==> config.mk <==
export PLATFORM = sky130hd
export DESIGN_NAME = tops_timer
export DESIGN_NICKNAME = d
export VERILOG_FILES = /design/src/rtl/tops_pkg.sv /design/src/rtl/tops_tick_if.sv /design/src/rtl/tops_pin_sync.sv /design/src/rtl/tops_prescale.sv /design/src/rtl/tops_timer.sv
export SDC_FILE = /design/constraint.sdc
export NUM_CORES = 1
export LEC_CHECK = 0
export ABC_AREA = 1
export BUFFER_PORTS_ARGS = -buffer_cell sky130_fd_sc_hd__buf_2
export CORE_UTILIZATION = 40
export CTS_CLUSTER_SIZE = 8
export DETAILED_ROUTE_END_ITERATION = 10
export PLACE_DENSITY = 0.57
export SYNTH_ARGS = -nofsm -noshare
export SYNTH_HDL_FRONTEND = slang
export SYNTH_SLANG_ARGS = --single-unit
==> constraint.sdc <==
create_clock -name aclk -period 2.8 [get_ports aclk]
set_input_delay 0.42 -clock aclk [delete_from_list [all_inputs] [get_ports aclk]]
set_output_delay 0.42 -clock aclk [all_outputs]
set_load 0.05 [all_outputs]
==> src/rtl/tops_pkg.sv <==
package tops_pkg;
   // ---------------------------------------------------------------
   // register byte offsets
   // ---------------------------------------------------------------
   localparam logic [7:0] ADDR_CTRL1 = 8'h00;
   localparam logic [7:0] ADDR_CTRL2 = 8'h04;
   localparam logic [7:0] ADDR_STATUS = 8'h08;
   localparam logic [7:0] ADDR_CNT = 8'h0C;
   localparam logic [7:0] ADDR_ALT_CNT = 8'h10;
   localparam logic [7:0] ADDR_CAP1 = 8'h14;
   localparam logic [7:0] ADDR_CAP2 = 8'h18;
   localparam logic [7:0] ADDR_CMP1 = 8'h1C;
   localparam logic [7:0] ADDR_CMP2 = 8'h20;
   // ---------------------------------------------------------------
   // field positions
   // ---------------------------------------------------------------
   localparam int C1_EDGE1 = 0;
   localparam int C1_EDGE2 = 1;
   localparam int C1_DURING = 2;
   localparam int C1_AFTER = 3;
   localparam int C1_CAP_IE = 4;
   localparam int C1_CMP_IE = 5;
   localparam int C2_FIRST_COMPARE_OUTPUT_ENABLE = 0;
   localparam int C2_OC2E = 1;
   localparam int C2_OPM = 2;
   localparam int C2_PWM = 3;
   localparam int C2_CLK_LO = 4;
   localparam int F_CAP1 = 4;
   localparam int F_CMP1 = 3;
   localparam int F_WRAP = 2;
   localparam int F_CAP2 = 1;
   localparam int F_CMP2 = 0;
   localparam int ST_FREEZE = 2;
   // ---------------------------------------------------------------
   // values and counts
   // ---------------------------------------------------------------
   localparam logic [7:0] CTRL_RESET = 8'h00;
   localparam logic [15:0] CNT_RELOAD = 16'hFFFC;
   localparam logic [15:0] CNT_MAX = 16'hFFFF;
   localparam logic [15:0] CNT_RESET = 16'h0000;
   localparam logic [1:0] CLK_DIV4 = 2'h0;
   localparam logic [1:0] CLK_DIV2 = 2'h1;
   localparam logic [1:0] CLK_DIV8 = 2'h2;
   localparam logic [1:0] CLK_EXT = 2'h3;
   localparam logic [2:0] DIV2_LAST = 3'h1;
   localparam logic [2:0] DIV4_LAST = 3'h3;
   localparam logic [2:0] DIV8_LAST = 3'h7;
   localparam logic [1:0] RESP_OKAY = 2'h0;
   localparam logic [1:0] RESP_SLVERR = 2'h2;
endpackage

==> src/rtl/tops_tick_if.sv <==
`timescale 1ns/100ps
`default_nettype none
interface tops_tick_if;
   logic [1:0] clock_select;
   logic freeze;
   logic ext_rise;
   logic tick;
   modport gen (input clock_select, input freeze, input ext_rise, output tick);
   modport user (output clock_select, output freeze, output ext_rise, input tick);
endinterface
`default_nettype wire

==> src/rtl/tops_pin_sync.sv <==
`timescale 1ns/100ps
`default_nettype none
module tops_pin_sync (
   input wire logic aclk,
   input wire logic aresetn,
   input wire logic pin,
   output logic rise,
   output logic fall
);
   typedef struct packed {
      logic s1;
      logic s2;
      logic s3;
      logic lvl;
   } tops_sync_state_t;
   tops_sync_state_t s;
   tops_sync_state_t next_s;
   logic agree;

   // level accepted only once stages two and three agree
   always_comb begin
      next_s = s;
      next_s.s1 = pin;
      next_s.s2 = s.s1;
      next_s.s3 = s.s2;
      agree = (s.s2 == s.s3);
      if (agree) begin
         next_s.lvl = s.s2;
      end
      rise = agree && s.s2 && !s.lvl;
      fall = agree && !s.s2 && s.lvl;
   end

   always_ff @(posedge aclk) begin
      if (!aresetn) begin
         s <= '0;
      end else begin
         s <= next_s;
      end
   end
endmodule
`default_nettype wire

==> src/rtl/tops_prescale.sv <==
`timescale 1ns/100ps
`default_nettype none
module tops_prescale (
   input wire logic aclk,
   input wire logic aresetn,
   tops_tick_if.gen tk
);
   typedef struct packed {
      logic [2:0] div;
      logic tick;
   } tops_pre_state_t;
   tops_pre_state_t s;
   tops_pre_state_t next_s;
   logic [2:0] last;

   // divider stands still while frozen, so its phase is kept
   always_comb begin
      next_s = s;
      next_s.tick = 1'b0;
      case (tk.clock_select)
         tops_pkg::CLK_DIV2: last = tops_pkg::DIV2_LAST;
         tops_pkg::CLK_DIV8: last = tops_pkg::DIV8_LAST;
         default: last = tops_pkg::DIV4_LAST;
      endcase
      if (!tk.freeze) begin
         if (tk.clock_select == tops_pkg::CLK_EXT) begin
            next_s.tick = tk.ext_rise;
         end else if (s.div >= last) begin
            next_s.div = 3'h0;
            next_s.tick = 1'b1;
         end else begin
            next_s.div = s.div + 3'h1;
         end
      end
   end

   assign tk.tick = s.tick;

   always_ff @(posedge aclk) begin
      if (!aresetn) begin
         s <= '0;
      end else begin
         s <= next_s;
      end
   end
endmodule
`default_nettype wire

==> src/rtl/tops_timer.sv <==
`timescale 1ns/100ps
`default_nettype none
// Functional notes
// single-pulse mode uses capture one, compare one
// pulse start: capture, reload FFFC, drive level
// compare one match ends pulse
// capture flag with enable raises interrupt
// flags clear: status read then low access
// no compare-one flag in single-pulse mode
// pwm select overrides single-pulse select
// capture two still works, one resets counter
// compare two flags only, no waveform
// prescale 2, 4, 8 or external clock
// software configures everything before enabling
// capture one edge chosen by control bit
// output enable dedicates compare pin
// status resets zero; pwm sets bit seven
// bit six: compare one match flag
// bit five: wrap flag, counter access clears
// bit four: capture two flag
// bit three: compare two match flag
// freeze stops counter and compare pins
// reserved status bits kept zero
// counter increments per tick and wraps
module tops_timer (
   input wire logic aclk,
   input wire logic aresetn,
   input wire logic [7:0] s_axi_awaddr,
   input wire logic s_axi_awvalid,
   output logic s_axi_awready,
   input wire logic [31:0] s_axi_wdata,
   input wire logic [3:0] s_axi_wstrb,
   input wire logic s_axi_wvalid,
   output logic s_axi_wready,
   output logic [1:0] s_axi_bresp,
   output logic s_axi_bvalid,
   input wire logic s_axi_bready,
   input wire logic [7:0] s_axi_araddr,
   input wire logic s_axi_arvalid,
   output logic s_axi_arready,
   output logic [31:0] s_axi_rdata,
   output logic [1:0] s_axi_rresp,
   output logic s_axi_rvalid,
   input wire logic s_axi_rready,
   input wire logic first_capture_pin,
   input wire logic second_capture_pin,
   input wire logic ext_timer_clock,
   output logic first_compare_pin,
   output logic first_compare_pin_oe_n,
   output logic second_compare_pin,
   output logic second_compare_pin_oe_n,
   output logic capture_irq,
   output logic compare_irq
);
   // ---------------------------------------------------------------
   // state
   // ---------------------------------------------------------------
   typedef struct packed {
      logic [7:0] timer_control_one;
      logic [7:0] timer_control_two;
      logic timer_freeze;
      logic [4:0] flags;
      logic [4:0] armed;
      logic [15:0] cnt;
      logic [15:0] first_capture_value;
      logic [15:0] second_capture_value;
      logic [15:0] first_compare_value;
      logic [15:0] second_compare_value;
      logic pin1;
      logic pin2;
      logic bvalid;
      logic [1:0] bresp;
      logic rvalid;
      logic [1:0] rresp;
      logic [31:0] rdata;
   } tops_state_t;
   tops_state_t s;
   tops_state_t next_s;

   logic rise1;
   logic fall1;
   logic rise2;
   logic fall2;
   logic ext_rise;
   logic wr_take;
   logic rd_take;
   logic pwm_on;
   logic opm_on;
   logic edge1;
   logic edge2;
   logic tick;
   logic match1;
   logic match2;
   logic [4:0] set_f;
   logic [4:0] clr_f;
   logic [7:0] acc_addr;
   logic acc;
   logic status_rd;
   logic wr_ok;
   logic rd_ok;
   logic [31:0] rd_val;

   tops_tick_if tk ();

   // ---------------------------------------------------------------
   // pins and prescaler
   // ---------------------------------------------------------------
   tops_pin_sync u_cap1 (
      .aclk(aclk),
      .aresetn(aresetn),
      .pin(first_capture_pin),
      .rise(rise1),
      .fall(fall1)
   );
   tops_pin_sync u_cap2 (
      .aclk(aclk),
      .aresetn(aresetn),
      .pin(second_capture_pin),
      .rise(rise2),
      .fall(fall2)
   );
   tops_pin_sync u_ext (
      .aclk(aclk),
      .aresetn(aresetn),
      .pin(ext_timer_clock),
      .rise(ext_rise),
      .fall()
   );
   tops_prescale u_pre (
      .aclk(aclk),
      .aresetn(aresetn),
      .tk(tk.gen)
   );

   assign tk.clock_select = s.timer_control_two[tops_pkg::C2_CLK_LO +: 2];
   assign tk.freeze = s.timer_freeze;
   assign tk.ext_rise = ext_rise;
   // a tick already in flight when freeze lands is dropped here
   assign tick = tk.tick && !s.timer_freeze;

   // ---------------------------------------------------------------
   // next state
   // ---------------------------------------------------------------
   always_comb begin
      next_s = s;
      wr_take = s_axi_awvalid && s_axi_wvalid && !s.bvalid;
      rd_take = s_axi_arvalid && !s.rvalid;
      pwm_on = s.timer_control_two[tops_pkg::C2_PWM];
      opm_on = s.timer_control_two[tops_pkg::C2_OPM] && !pwm_on;
      edge1 = s.timer_control_one[tops_pkg::C1_EDGE1] ? rise1 : fall1;
      edge2 = s.timer_control_one[tops_pkg::C1_EDGE2] ? rise2 : fall2;
      match1 = tick && (s.cnt == s.first_compare_value);
      match2 = tick && (s.cnt == s.second_compare_value);
      set_f = 5'h00;
      clr_f = 5'h00;
      status_rd = rd_take && (s_axi_araddr == tops_pkg::ADDR_STATUS);
      // a write and a read in one cycle: only the read's word clears a flag
      acc_addr = rd_take ? s_axi_araddr : s_axi_awaddr;
      acc = rd_take || wr_take;

      // counter
      if (tick) begin
         next_s.cnt = s.cnt + 16'h0001;
         if (s.cnt == tops_pkg::CNT_MAX) begin
            set_f[tops_pkg::F_WRAP] = 1'b1;
         end
      end
      if (pwm_on) begin
         if (match1) begin
            next_s.pin1 = s.timer_control_one[tops_pkg::C1_AFTER];
         end
         if (match2) begin
            next_s.cnt = tops_pkg::CNT_RELOAD;
            next_s.pin1 = s.timer_control_one[tops_pkg::C1_DURING];
            set_f[tops_pkg::F_CAP1] = 1'b1;
         end
      end else if (opm_on) begin
         if (match1) begin
            next_s.pin1 = s.timer_control_one[tops_pkg::C1_AFTER];
         end
         if (match2) begin
            set_f[tops_pkg::F_CMP2] = 1'b1;
         end
         if (edge1 && !s.timer_freeze) begin
            next_s.first_capture_value = s.cnt;
            next_s.cnt = tops_pkg::CNT_RELOAD;
            next_s.pin1 = s.timer_control_one[tops_pkg::C1_DURING];
            set_f[tops_pkg::F_CAP1] = 1'b1;
         end
      end else begin
         if (match1) begin
            next_s.pin1 = s.timer_control_one[tops_pkg::C1_AFTER];
            set_f[tops_pkg::F_CMP1] = 1'b1;
         end
         if (match2) begin
            next_s.pin2 = s.timer_control_one[tops_pkg::C1_DURING];
            set_f[tops_pkg::F_CMP2] = 1'b1;
         end
         if (edge1) begin
            next_s.first_capture_value = s.cnt;
            set_f[tops_pkg::F_CAP1] = 1'b1;
         end
      end
      if (!pwm_on && edge2) begin
         next_s.second_capture_value = s.cnt;
         set_f[tops_pkg::F_CAP2] = 1'b1;
      end

      // two-step clear; the alternate counter word never clears
      if (acc) begin
         case (acc_addr)
            tops_pkg::ADDR_CAP1: clr_f[tops_pkg::F_CAP1] = s.armed[tops_pkg::F_CAP1];
            tops_pkg::ADDR_CMP1: clr_f[tops_pkg::F_CMP1] = s.armed[tops_pkg::F_CMP1];
            tops_pkg::ADDR_CNT: clr_f[tops_pkg::F_WRAP] = s.armed[tops_pkg::F_WRAP];
            tops_pkg::ADDR_CAP2: clr_f[tops_pkg::F_CAP2] = s.armed[tops_pkg::F_CAP2];
            tops_pkg::ADDR_CMP2: clr_f[tops_pkg::F_CMP2] = s.armed[tops_pkg::F_CMP2];
            default: clr_f = 5'h00;
         endcase
      end
      // a new event wins over a clear in the same cycle
      next_s.flags = (s.flags & ~clr_f) | set_f;
      next_s.armed = (s.armed | (status_rd ? s.flags : 5'h00)) & ~clr_f;

      // register writes
      wr_ok = 1'b1;
      if (wr_take) begin
         case (s_axi_awaddr)
            tops_pkg::ADDR_CTRL1: begin
               if (s_axi_wstrb[0]) begin
                  next_s.timer_control_one = s_axi_wdata[7:0];
               end
            end
            tops_pkg::ADDR_CTRL2: begin
               if (s_axi_wstrb[0]) begin
                  next_s.timer_control_two = s_axi_wdata[7:0];
               end
            end
            tops_pkg::ADDR_STATUS: begin
               if (s_axi_wstrb[0]) begin
                  next_s.timer_freeze = s_axi_wdata[tops_pkg::ST_FREEZE];
               end
            end
            tops_pkg::ADDR_CMP1: begin
               if (s_axi_wstrb[0]) begin
                  next_s.first_compare_value[7:0] = s_axi_wdata[7:0];
               end
               if (s_axi_wstrb[1]) begin
                  next_s.first_compare_value[15:8] = s_axi_wdata[15:8];
               end
            end
            tops_pkg::ADDR_CMP2: begin
               if (s_axi_wstrb[0]) begin
                  next_s.second_compare_value[7:0] = s_axi_wdata[7:0];
               end
               if (s_axi_wstrb[1]) begin
                  next_s.second_compare_value[15:8] = s_axi_wdata[15:8];
               end
            end
            tops_pkg::ADDR_CNT, tops_pkg::ADDR_ALT_CNT, tops_pkg::ADDR_CAP1, tops_pkg::ADDR_CAP2: wr_ok = 1'b1;
            default: wr_ok = 1'b0;
         endcase
         next_s.bvalid = 1'b1;
         next_s.bresp = wr_ok ? tops_pkg::RESP_OKAY : tops_pkg::RESP_SLVERR;
      end else if (s_axi_bready) begin
         next_s.bvalid = 1'b0;
      end

      // register reads
      rd_ok = 1'b1;
      case (s_axi_araddr)
         tops_pkg::ADDR_CTRL1: rd_val = {24'h000000, s.timer_control_one};
         tops_pkg::ADDR_CTRL2: rd_val = {24'h000000, s.timer_control_two};
         tops_pkg::ADDR_STATUS: rd_val = {24'h000000, s.flags, s.timer_freeze, 2'h0};
         tops_pkg::ADDR_CNT, tops_pkg::ADDR_ALT_CNT: rd_val = {16'h0000, s.cnt};
         tops_pkg::ADDR_CAP1: rd_val = {16'h0000, s.first_capture_value};
         tops_pkg::ADDR_CAP2: rd_val = {16'h0000, s.second_capture_value};
         tops_pkg::ADDR_CMP1: rd_val = {16'h0000, s.first_compare_value};
         tops_pkg::ADDR_CMP2: rd_val = {16'h0000, s.second_compare_value};
         default: begin
            rd_val = 32'h00000000;
            rd_ok = 1'b0;
         end
      endcase
      if (rd_take) begin
         next_s.rvalid = 1'b1;
         next_s.rdata = rd_val;
         next_s.rresp = rd_ok ? tops_pkg::RESP_OKAY : tops_pkg::RESP_SLVERR;
      end else if (s_axi_rready) begin
         next_s.rvalid = 1'b0;
      end
   end

   always_ff @(posedge aclk) begin
      if (!aresetn) begin
         s <= '0;
      end else begin
         s <= next_s;
      end
   end

   // ---------------------------------------------------------------
   // outputs
   // ---------------------------------------------------------------
   assign s_axi_awready = wr_take;
   assign s_axi_wready = wr_take;
   assign s_axi_bvalid = s.bvalid;
   assign s_axi_bresp = s.bresp;
   assign s_axi_arready = rd_take;
   assign s_axi_rvalid = s.rvalid;
   assign s_axi_rdata = s.rdata;
   assign s_axi_rresp = s.rresp;
   // pin two is held low in single-pulse mode, but still drives when its enable is set and not frozen
   assign first_compare_pin = s.pin1;
   assign second_compare_pin = s.pin2 && !opm_on;
   assign first_compare_pin_oe_n = !(s.timer_control_two[tops_pkg::C2_FIRST_COMPARE_OUTPUT_ENABLE] && !s.timer_freeze);
   assign second_compare_pin_oe_n = !(s.timer_control_two[tops_pkg::C2_OC2E] && !s.timer_freeze);
   assign capture_irq = s.flags[tops_pkg::F_CAP1] && s.timer_control_one[tops_pkg::C1_CAP_IE];
   assign compare_irq = (s.flags[tops_pkg::F_CMP1] || s.flags[tops_pkg::F_CMP2])
                        && s.timer_control_one[tops_pkg::C1_CMP_IE];
endmodule
`default_nettype wire

==> results of run 1 <==
-- metrics by stage --
stage	instances	utilization	worst slack, ns
6_report	1420	0.458	0.535
2_1_floorplan	1149	-	0.862
3_5_place_dp	1388	0.426	0.596
5_1_grt	1420	0.458	0.415
3_3_place_gp	1388	0.426	0.594
4_1_cts	1420	0.458	0.490
-- metal layers --
metal	GRT usage	up-vias	wire length, µm
met1	0.326	3173	10500
li1	-	3674	-
met2	0.355	193	9430
met4	0.0706	0	352
met3	0.0414	26	1190
met5	0	-	0
-- cells by family after synthesis --
logic type | Yosys count | synth area share
AND/OR/NAND/NOR | 474 | 0.267
AO/OA/AOI/OAI | 245 | 0.171
buffers and inverters | 236 | 0.140
flip-flops | 145 | 0.381
XOR/XNOR | 22 | 0.0253
adder cells (fa/ha/maj) | 9 | 0.0148
other | 1 | 0.000493
-- cells in the final DEF (no fill, tap or decap), drive strengths merged --
master,Yosys,layout
a211oi,17,17
a21o,2,2
a21oi,82,82
a31oi,2,2
buf,61,92
bufinv,0,2
clkbuf,26,21
clkinv,3,7
clkinvlp,0,3
conb,1,18
dfxtp,145,145
ha,9,9
inv,146,148
nand2,231,231
nand3,51,51
nand3b,8,8
nand4,19,19
nor2,143,143
nor2b,1,1
nor3,16,16
nor3b,1,1
nor4,1,1
o211a,2,2
o21a,2,2
o21ai,137,137
o221a,1,1
or2,2,2
or3,1,1
xnor2,9,9
xor2,13,13
-- area by class of cell --
class | count | area (µm²) | area share
timing repair buffer | 92 | 510 | 0.0596
clock buffer | 21 | 470 | 0.0549
multi-input combinational | 768 | 3710 | 0.433
tap | 234 | 293 | 0.0342
sequential | 145 | 2900 | 0.339
clock inverter | 11 | 128 | 0.0149
inverter | 149 | 559 | 0.0653
-- path summary, 6_finish.rpt --
path	startpoint	endpoint	slack, ns
max	s_axi_rvalid	s_axi_arready	0.54
min reg2reg	u_cap2.next_s[2]	u_cap2.next_s[1]	0.42
max reg2reg	s[104]	s[127]	0.72
min	first_capture_pin	u_cap1.next_s[2]	0.17
-- critical path: cells and delay by family, from the launching register on --
family	cells	cell delay [ns]
DFF	1	0.30
and+or+nand+nor	1	0.32
buffers and inverters	3	0.79
-- state kept, by name (all words and copies together), names as in the netlist, 2 cells and up --
register and count:
s_axi_rdata 16, u_pre.s 3, u_cap2.next_s 2, u_ext.s 2
u_cap2.s 2, u_ext.next_s 2, u_cap1.next_s 2, u_cap1.s 2
s 106
-- power breakdown --
| group | total [mW] | internal [mW] | switching, mW |
|---|---|---|---|
| Sequential | 2.16 | 2.12 | 0.0384 |
| Combinational | 0.431 | 0.123 | 0.308 |
| Clock | 2.31 | 1.39 | 0.925 |
| Total | 4.90 | 3.63 | 1.27 |
==> impl_metrics.toml, run 1 <==
[place]
portBuffers = 72
dpl_cell_area_um2 = 7970
hpwl_um = 15900
gp_congestion = 0.894

[synth]
yosysTopAreaCell = "dfxtp_1"
yosys-top-cells-count = "nand2_1 (228), dfxtp_1 (145), nor2_1 (134)"
synth-seq-cells = 145
synth_edf_count = 0
synthTopCellsByArea = "dfxtp_1 (38%), nand2_1 (11%), nor2_1 (6.6%), o21ai_0 (6.6%), inv_1 (6.4%)"
synth_ff_type = "dfxtp_1"
seq_area_frac_synth = 0.381
ys_types = 40
syn_area_um2 = 7610
avgSynthCellArea_um2 = 6.73
async_flop_share = 0
netlist_instances = 1132
synth_top_area_frac = 0.381
synth_most_common_cell = "nand2_1"
yosys_warnings = 0

[cells_and_area]
syn_to_final_growth_pct = 12.6
insertedDiodeCount = 0
nNetsFinal = 1244
drive_above_1_share = 0.135
final_area_um2 = 8570
num-fill-cells = 1992

[pwr]
p_per_area_nw_per_um2 = 572
power_leakage_nw = 3.83
ir_worst_vdd_mv = 0.433
power_mw = 4.90

[global_routing]
grt_pass1_wl_um = 35100
first_global_vias = 6616
track_usage = 0.230
grt_max_degree = 85
grt-ovfl-total = 0
antenna_found_initial = 0

[timing]
tns_ns = 0
hold_slack_ns = 0.166
clock_skew_ns = 0.0107
finalCriticalPeriod_ns = 2.26
fin_crit_sh = 0.809
setup_viol_count_final = 0
maxSlewHeadroom = 0.462
rsz0062_at_grt = "no"
tightest_slew_ns = 0.807
hold_viol = 0
finalMaxSlewViolations = 0
max_freq_ghz = 0.442

[critical_path]
cp_max_fo = 16
slowest_delay_ns = 0.40
cp.required_ns = 2.38
start_kind = "flop"
worst_setup_path_end_kind = "output port"
path_class = "flop to output port"
path_cells = "inv_1, nand2_1, inv_2, buf_2"
critPathSlowestCell = "inv_2"
arrival_ns = 1.84
worst_r2r_path_depth = 9

[clock_tree]
cts_resized = 0
cts_tree = "built"
clock-root-buffer = "clkbuf_16"
numCtsBuffers = 17
cts.htree.levels = 4
post_cts_buffers = 0
cts_max_path_buffers = 2
cts_hold_buf = 0
clk_pin_slew_ns = 0.06
cts_sinks = 145
clk_latency_ns = 0.43

[floorplan]
dieHeight_um = 140
ios = 109
die_area_um2 = 19600
rows = 50
die-width_um = 140
coreArea_um2 = 18700
start_util = 0.407

[hold_path]
holdPathStages = 3
hold_path.class = "input pin to flop"

[detailed_routing]
drt_iter0_drc = 506
vias = 7066
drt_first_pass_iters = 5
post_drt_wl_per_cell_um = 15.1
drc = 0
ant_nets = 0
avgViaCountPerCell = 4.98
wirelength_um = 21500

[job]
cap_violations = 0

[status]
outcome = "complete, no violations"
No activity file was read; power rests on OpenSTA's default activity.
==> inputs of run 2 (changes only) <==
- PLACE_DENSITY: 0.57 -> 0.59
- clock period: 2.8 -> 1.9 ns (I/O delays scaled with it)
==> run 2 against run 1 <==
Compared with the run above: sequential cell count did not move; die area did not move; clock power rose by 41%; critical path type is now flop to flop; largest cell class unchanged; core utilization rose by 3.0 points; worst setup slack got worse by 0.46 ns.
==> impl_metrics.toml, run 2 (synthesis results as in run 1) <==
[pwr]
clkPwrFrac = 0.456
power_mw = 7.13
combPwrFrac = 0.098
ir_worst_vdd_mv = 0.651
p_int_mw = 5.27
sw_frac_of_total = 0.260
p_per_area_nw_per_um2 = 780
switchingPower_mw = 1.85
seqPwrFrac = 0.445
power_leakage_nw = 4.13

[floorplan]
rows = 50
dieHeight_um = 140
coreArea_um2 = 18700
ios = 109
die_area_um2 = 19600
die-width_um = 140
start_util = 0.407

[global_routing]
met2_usage = 0.349
grt_busiest_layer = "met2"
first_global_vias = 6654
grt_pass1_wl_um = 34900
gr-usage-met1 = 0.321
antenna_found_initial = 1
track_usage = 0.229
grt_use_met3 = 0.0424
grt-ovfl-total = 0
grt_max_degree = 61

[timing]
finalCriticalPeriod_ns = 1.82
tns_ns = 0
hold_viol = 0
fin_crit_sh = 0.960
clock_skew_ns = 0.00655
hold_slack_ns = 0.0381
setup_viol_count_final = 0
max_freq_ghz = 0.548
finalMaxSlewViolations = 0

[cells_and_area]
nNetsFinal = 1299
syn_to_final_growth_pct = 20.0
drive_above_1_share = 0.183
final_common_cell = "nand2_1"
final_cell_mix = "nand2_1 (227), dfxtp_1 (143), inv_1 (129)"
top_register = "s"
instances_no_fill = 1474
largest_reg_flops = 106

[detailed_routing]
drt_iter0_drc = 558
avgViaCountPerCell = 4.96
ant_nets = 0
drt_first_pass_iters = 5
drc = 0
wirelength_um = 22100
vias = 7316
post_drt_wl_per_cell_um = 15.0

[critical_path]
arrival_ns = 2.13
worst_r2r_path_depth = 8
cp_top_family = "compound AO/OA/AOI/OAI gates"
reg2reg_to = "s[80]"
critPathSlowestCell = "dfxtp_1"
cp_max_fo = 10
slowest_delay_ns = 0.35
cp.required_ns = 2.21
start_kind = "flop"
path_cells = "inv_1, ha_1, a21o_1, nand3_1, clkinvlp_4, buf_4, o21ai_0, a21oi_1"
path_class = "flop to flop"
r2r_slack_ns = 0.08
crit_buf_inv = 3
worst_setup_path_end_kind = "flop"
rr_startpoint = "u_cap2.next_s[1]"

[hold_path]
min_to = "u_cap2.next_s[2]"
hold_start = "second_capture_pin"
hold_path.class = "input pin to flop"
holdPathStages = 3

[place]
portBuffers = 72
gp_congestion = 0.971
dp_cells = 1439
hpwl_um = 16400

[clock_tree]
cts_sinks = 145
clk_latency_ns = 0.42
cts.htree.levels = 4
cts_hold_buf = 0
clk_pin_slew_ns = 0.06
cts_tree = "built"
clock-root-buffer = "clkbuf_16"
numCtsBuffers = 17
cts_max_path_buffers = 2

[status]
outcome = "complete, no violations"

[job]
cap_violations = 0
[run 2: layout make-up]
| class | instances | area, µm² |
|---|---|---|
| Fill cell | 1903 | 9570 |
| Multi-Input combinational cell | 768 | 3760 |
| Sequential cell | 145 | 2910 |
| Timing Repair Buffer | 146 | 1040 |
| Inverter | 149 | 563 |
| Clock buffer | 22 | 484 |
| Tap cell | 234 | 293 |
| Clock inverter | 8 | 78.8 |
| Timing Repair inverter | 1 | 7.51 |
| Antenna cell | 1 | 2.50 |
[run 2: metal layers]
metal	vias up	share of wire
met5	-	0
met4	0	0.021
met3	27	0.053
met2	203	0.44
met1	3314	0.49
li1	3772	-
[run 2: metrics by stage]
| step | area, µm² | setup slack, ns | utilization |
|---|---|---|---|
| 5_1_grt | 9130 | -0.0197 | 0.488 |
| 4_1_cts | 9030 | 0.0269 | 0.483 |
| 6_report | 9130 | 0.0756 | 0.488 |
| 3_3_place_gp | 8460 | -0.00621 | 0.452 |
| 3_5_place_dp | 8460 | -0.0150 | 0.452 |
| 2_1_floorplan | 7680 | 0.0627 | - |
[run 2: how the worst max path moves through the flow]
stage	startpoint	endpoint	slack, ns	depth (start not counted)
6_report	u_cap2.next_s[1]	s[80]	0.08	8
3_3_place_gp	s_axi_araddr[2]	s_axi_rdata[1]	-0.006	13
2_1_floorplan	s_axi_bvalid	s[139]	0.06	6
3_5_place_dp	tk.freeze	s[110]	-0.01	12
5_1_grt	u_cap2.next_s[1]	s[80]	-0.02	8
4_1_cts	s_axi_rvalid	s_axi_arready	0.03	6
[run 2: what timing repair did]
action	in CTS	in global routing
cloned	0	2
buffers inserted	0	2
pin swaps	0	4
endpoints found under the hold margin	0	0
endpoints found under the setup margin	7	37
gates resized for setup	3	26
[run 2: worst reg2reg max path, stage by stage (launching register included)]
cell	delay (ns)
dfxtp_1	0.35
inv_1	0.07
ha_1	0.19
a21o_1	0.18
nand3_1	0.33
clkinvlp_4	0.16
buf_4	0.19
o21ai_0	0.19
a21oi_1	0.06
[run 2: power by group through the flow]
stage	clock, mW	combinational [mW]	sequential, mW
floorplan	0	0.489	3.23
global placement	0	0.673	3.24
detailed placement	0	0.684	3.24
CTS	3.29	0.688	3.17
global route	3.45	0.775	3.18
finish	3.25	0.701	3.17
==> inputs of run 3 (changes only) <==
- clock period: 1.9 -> 1.6 ns (I/O delays scaled with it)
==> run 3 against run 2 <==
Compared with the run above: the flow now finishes with violations (setup timing); highest routed layer unchanged; global-route usage rose by 1.8 points; sequential cell count did not move; non-clock buffer count rose by 69; design area rose by 11%; critical path type unchanged; register-to-register slack got worse by 0.20 ns; routed wire length rose by 9.2%.
==> impl_metrics.toml, run 3 (synthesis results as in run 1) <==
[status]
outcome = "finished with violations"
violations = "setup timing"

[cells_and_area]
insertedDiodeCount = 0
largest_reg_flops = 106
nNetsFinal = 1368
top_register = "s"
final_common_cell = "nand2_1"
finalCoreUtilization = 0.543
drive_above_1_share = 0.269
syn_to_final_growth_pct = 33.4
instances_no_fill = 1544
final_cell_mix = "nand2_1 (219), dfxtp_1 (129), inv_1 (123)"

[timing]
max_freq_ghz = 0.580
finalCriticalPeriod_ns = 1.72
finalMaxSlewViolations = 0
tns_ns = -1.41
clock_skew_ns = 0.0120
worst_slack_ns = -0.123
hold_viol = 0
hold_slack_ns = 0.0700
fin_crit_sh = 1.08
setup_viol_count_final = 20
rsz0062_at_grt = "yes"

[global_routing]
track_usage = 0.247
grt_max_degree = 58
grt_pass1_wl_um = 37100
gr-usage-met1 = 0.342
met2_usage = 0.394
grt-ovfl-total = 0
grt_busiest_layer = "met2"
first_global_vias = 7002
grt_use_met3 = 0.0424
antenna_found_initial = 0

[critical_path]
path_class = "flop to flop"
arrival_ns = 2.03
worst_setup_path_end_kind = "flop"
cp_max_fo = 8
cp.required_ns = 1.90
start_kind = "flop"
r2r_slack_ns = -0.12

[floorplan]
coreArea_um2 = 18700
die-width_um = 140
die_area_um2 = 19600
start_util = 0.407
dieHeight_um = 140
rows = 50
ios = 109

[place]
portBuffers = 72
hpwl_um = 17600
dp_cells = 1497
gp_congestion = 0.927

[detailed_routing]
drc = 0
drt_iter0_drc = 580
vias = 7729
wirelength_um = 24100
post_drt_wl_per_cell_um = 15.6
avgViaCountPerCell = 5.01
ant_nets = 0
drt_first_pass_iters = 5

[clock_tree]
cts_tree = "built"
cts.htree.levels = 4
clk_pin_slew_ns = 0.06
clk_latency_ns = 0.43
numCtsBuffers = 17
cts_sinks = 145
clock-root-buffer = "clkbuf_16"
cts_max_path_buffers = 2

[pwr]
combPwrFrac = 0.113
clkPwrFrac = 0.459
ir_worst_vdd_mv = 0.799
sw_frac_of_total = 0.270
power_leakage_nw = 4.61
switchingPower_mw = 2.38
p_per_area_nw_per_um2 = 867
seqPwrFrac = 0.427
p_int_mw = 6.43

[hold_path]
hold_path.class = "input pin to flop"

[job]
cap_violations = 0
==> run 3: cell count changes in the layout (fill, tap and decap cells not counted), sizes merged <==
| cell | before | now |
|---|---|---|
| inv | 147 | 150 |
| clkbuf | 22 | 24 |
| dlygate4sd3 | 0 | 3 |
| diode | 1 | 0 |
| bufinv | 1 | 2 |
| clkinv | 7 | 8 |
| clkinvlp | 3 | 4 |
| buf | 146 | 206 |
==> run 3: layer usage <==
layer | wire length [µm] | part of all wire
met5 | 0 | 0
met4 | 318 | 0.013
met3 | 1240 | 0.051
met2 | 11000 | 0.46
met1 | 11500 | 0.48
==> run 3: area by class of cell <==
type	instances	area, µm²
multi-input cells	768	3980
repair buffers	215	1780
inverters	149	571
clock inverters	14	154
fillers	1815	8550
well taps	234	293
repair inverters	1	7.51
clock buffers	18	439
flip-flops and latches	145	2930
==> run 3: critical path, stage by stage, from the launching register on <==
cell	delay [ns]
dfxtp_2	0.34
inv_2	0.05
ha_4	0.16
nand2_4	0.06
nor2_4	0.04
a31oi_4	0.20
nor2_4	0.07
buf_6	0.12
nor2_4	0.18
clkbuf_16	0.19
o21ai_0	0.07
o21ai_1	0.08
nor2_1	0.05
==> run 3: power by group through the flow <==
stage	clock, mW	sequential, mW	combinational (mW)
after floorplan	0	3.84	0.588
after global placement	0	3.84	0.847
after detailed placement	0	3.84	0.859
after CTS	4.09	3.76	0.920
after global routing	4.29	3.77	1.10
final	4.04	3.76	0.999
==> run 3: final timing paths <==
kind	start	to	depth (start not counted)
worst max-delay path	u_cap1.next_s[1]	s[93]	12
worst min-delay path	s_axi_bready	s_axi_bvalid	4
worst max register to register	u_cap1.next_s[1]	s[93]	12
worst min register to register	u_cap2.next_s[2]	u_cap2.next_s[1]	2
==> run 3: timing repair <==
item	in CTS	in global routing
pin swaps	8	17
endpoints found under the setup margin	53	68
cloned	1	4
setup buffers	3	4
resized for setup	55	67
hold buffers	3	0
endpoints found under the hold margin	3	0
==> run 3: metrics by stage <==
step           total power, mW  instance area (µm²)  setup WS, ns
3_3_place_gp              4.69                 9020        -0.209
6_report                  8.81                10200        -0.123
3_5_place_dp              4.70                 9020        -0.232
4_1_cts                   8.77                 9860       -0.0745
5_1_grt                   9.16                10200        -0.216
2_1_floorplan             4.43                 7720       -0.0441
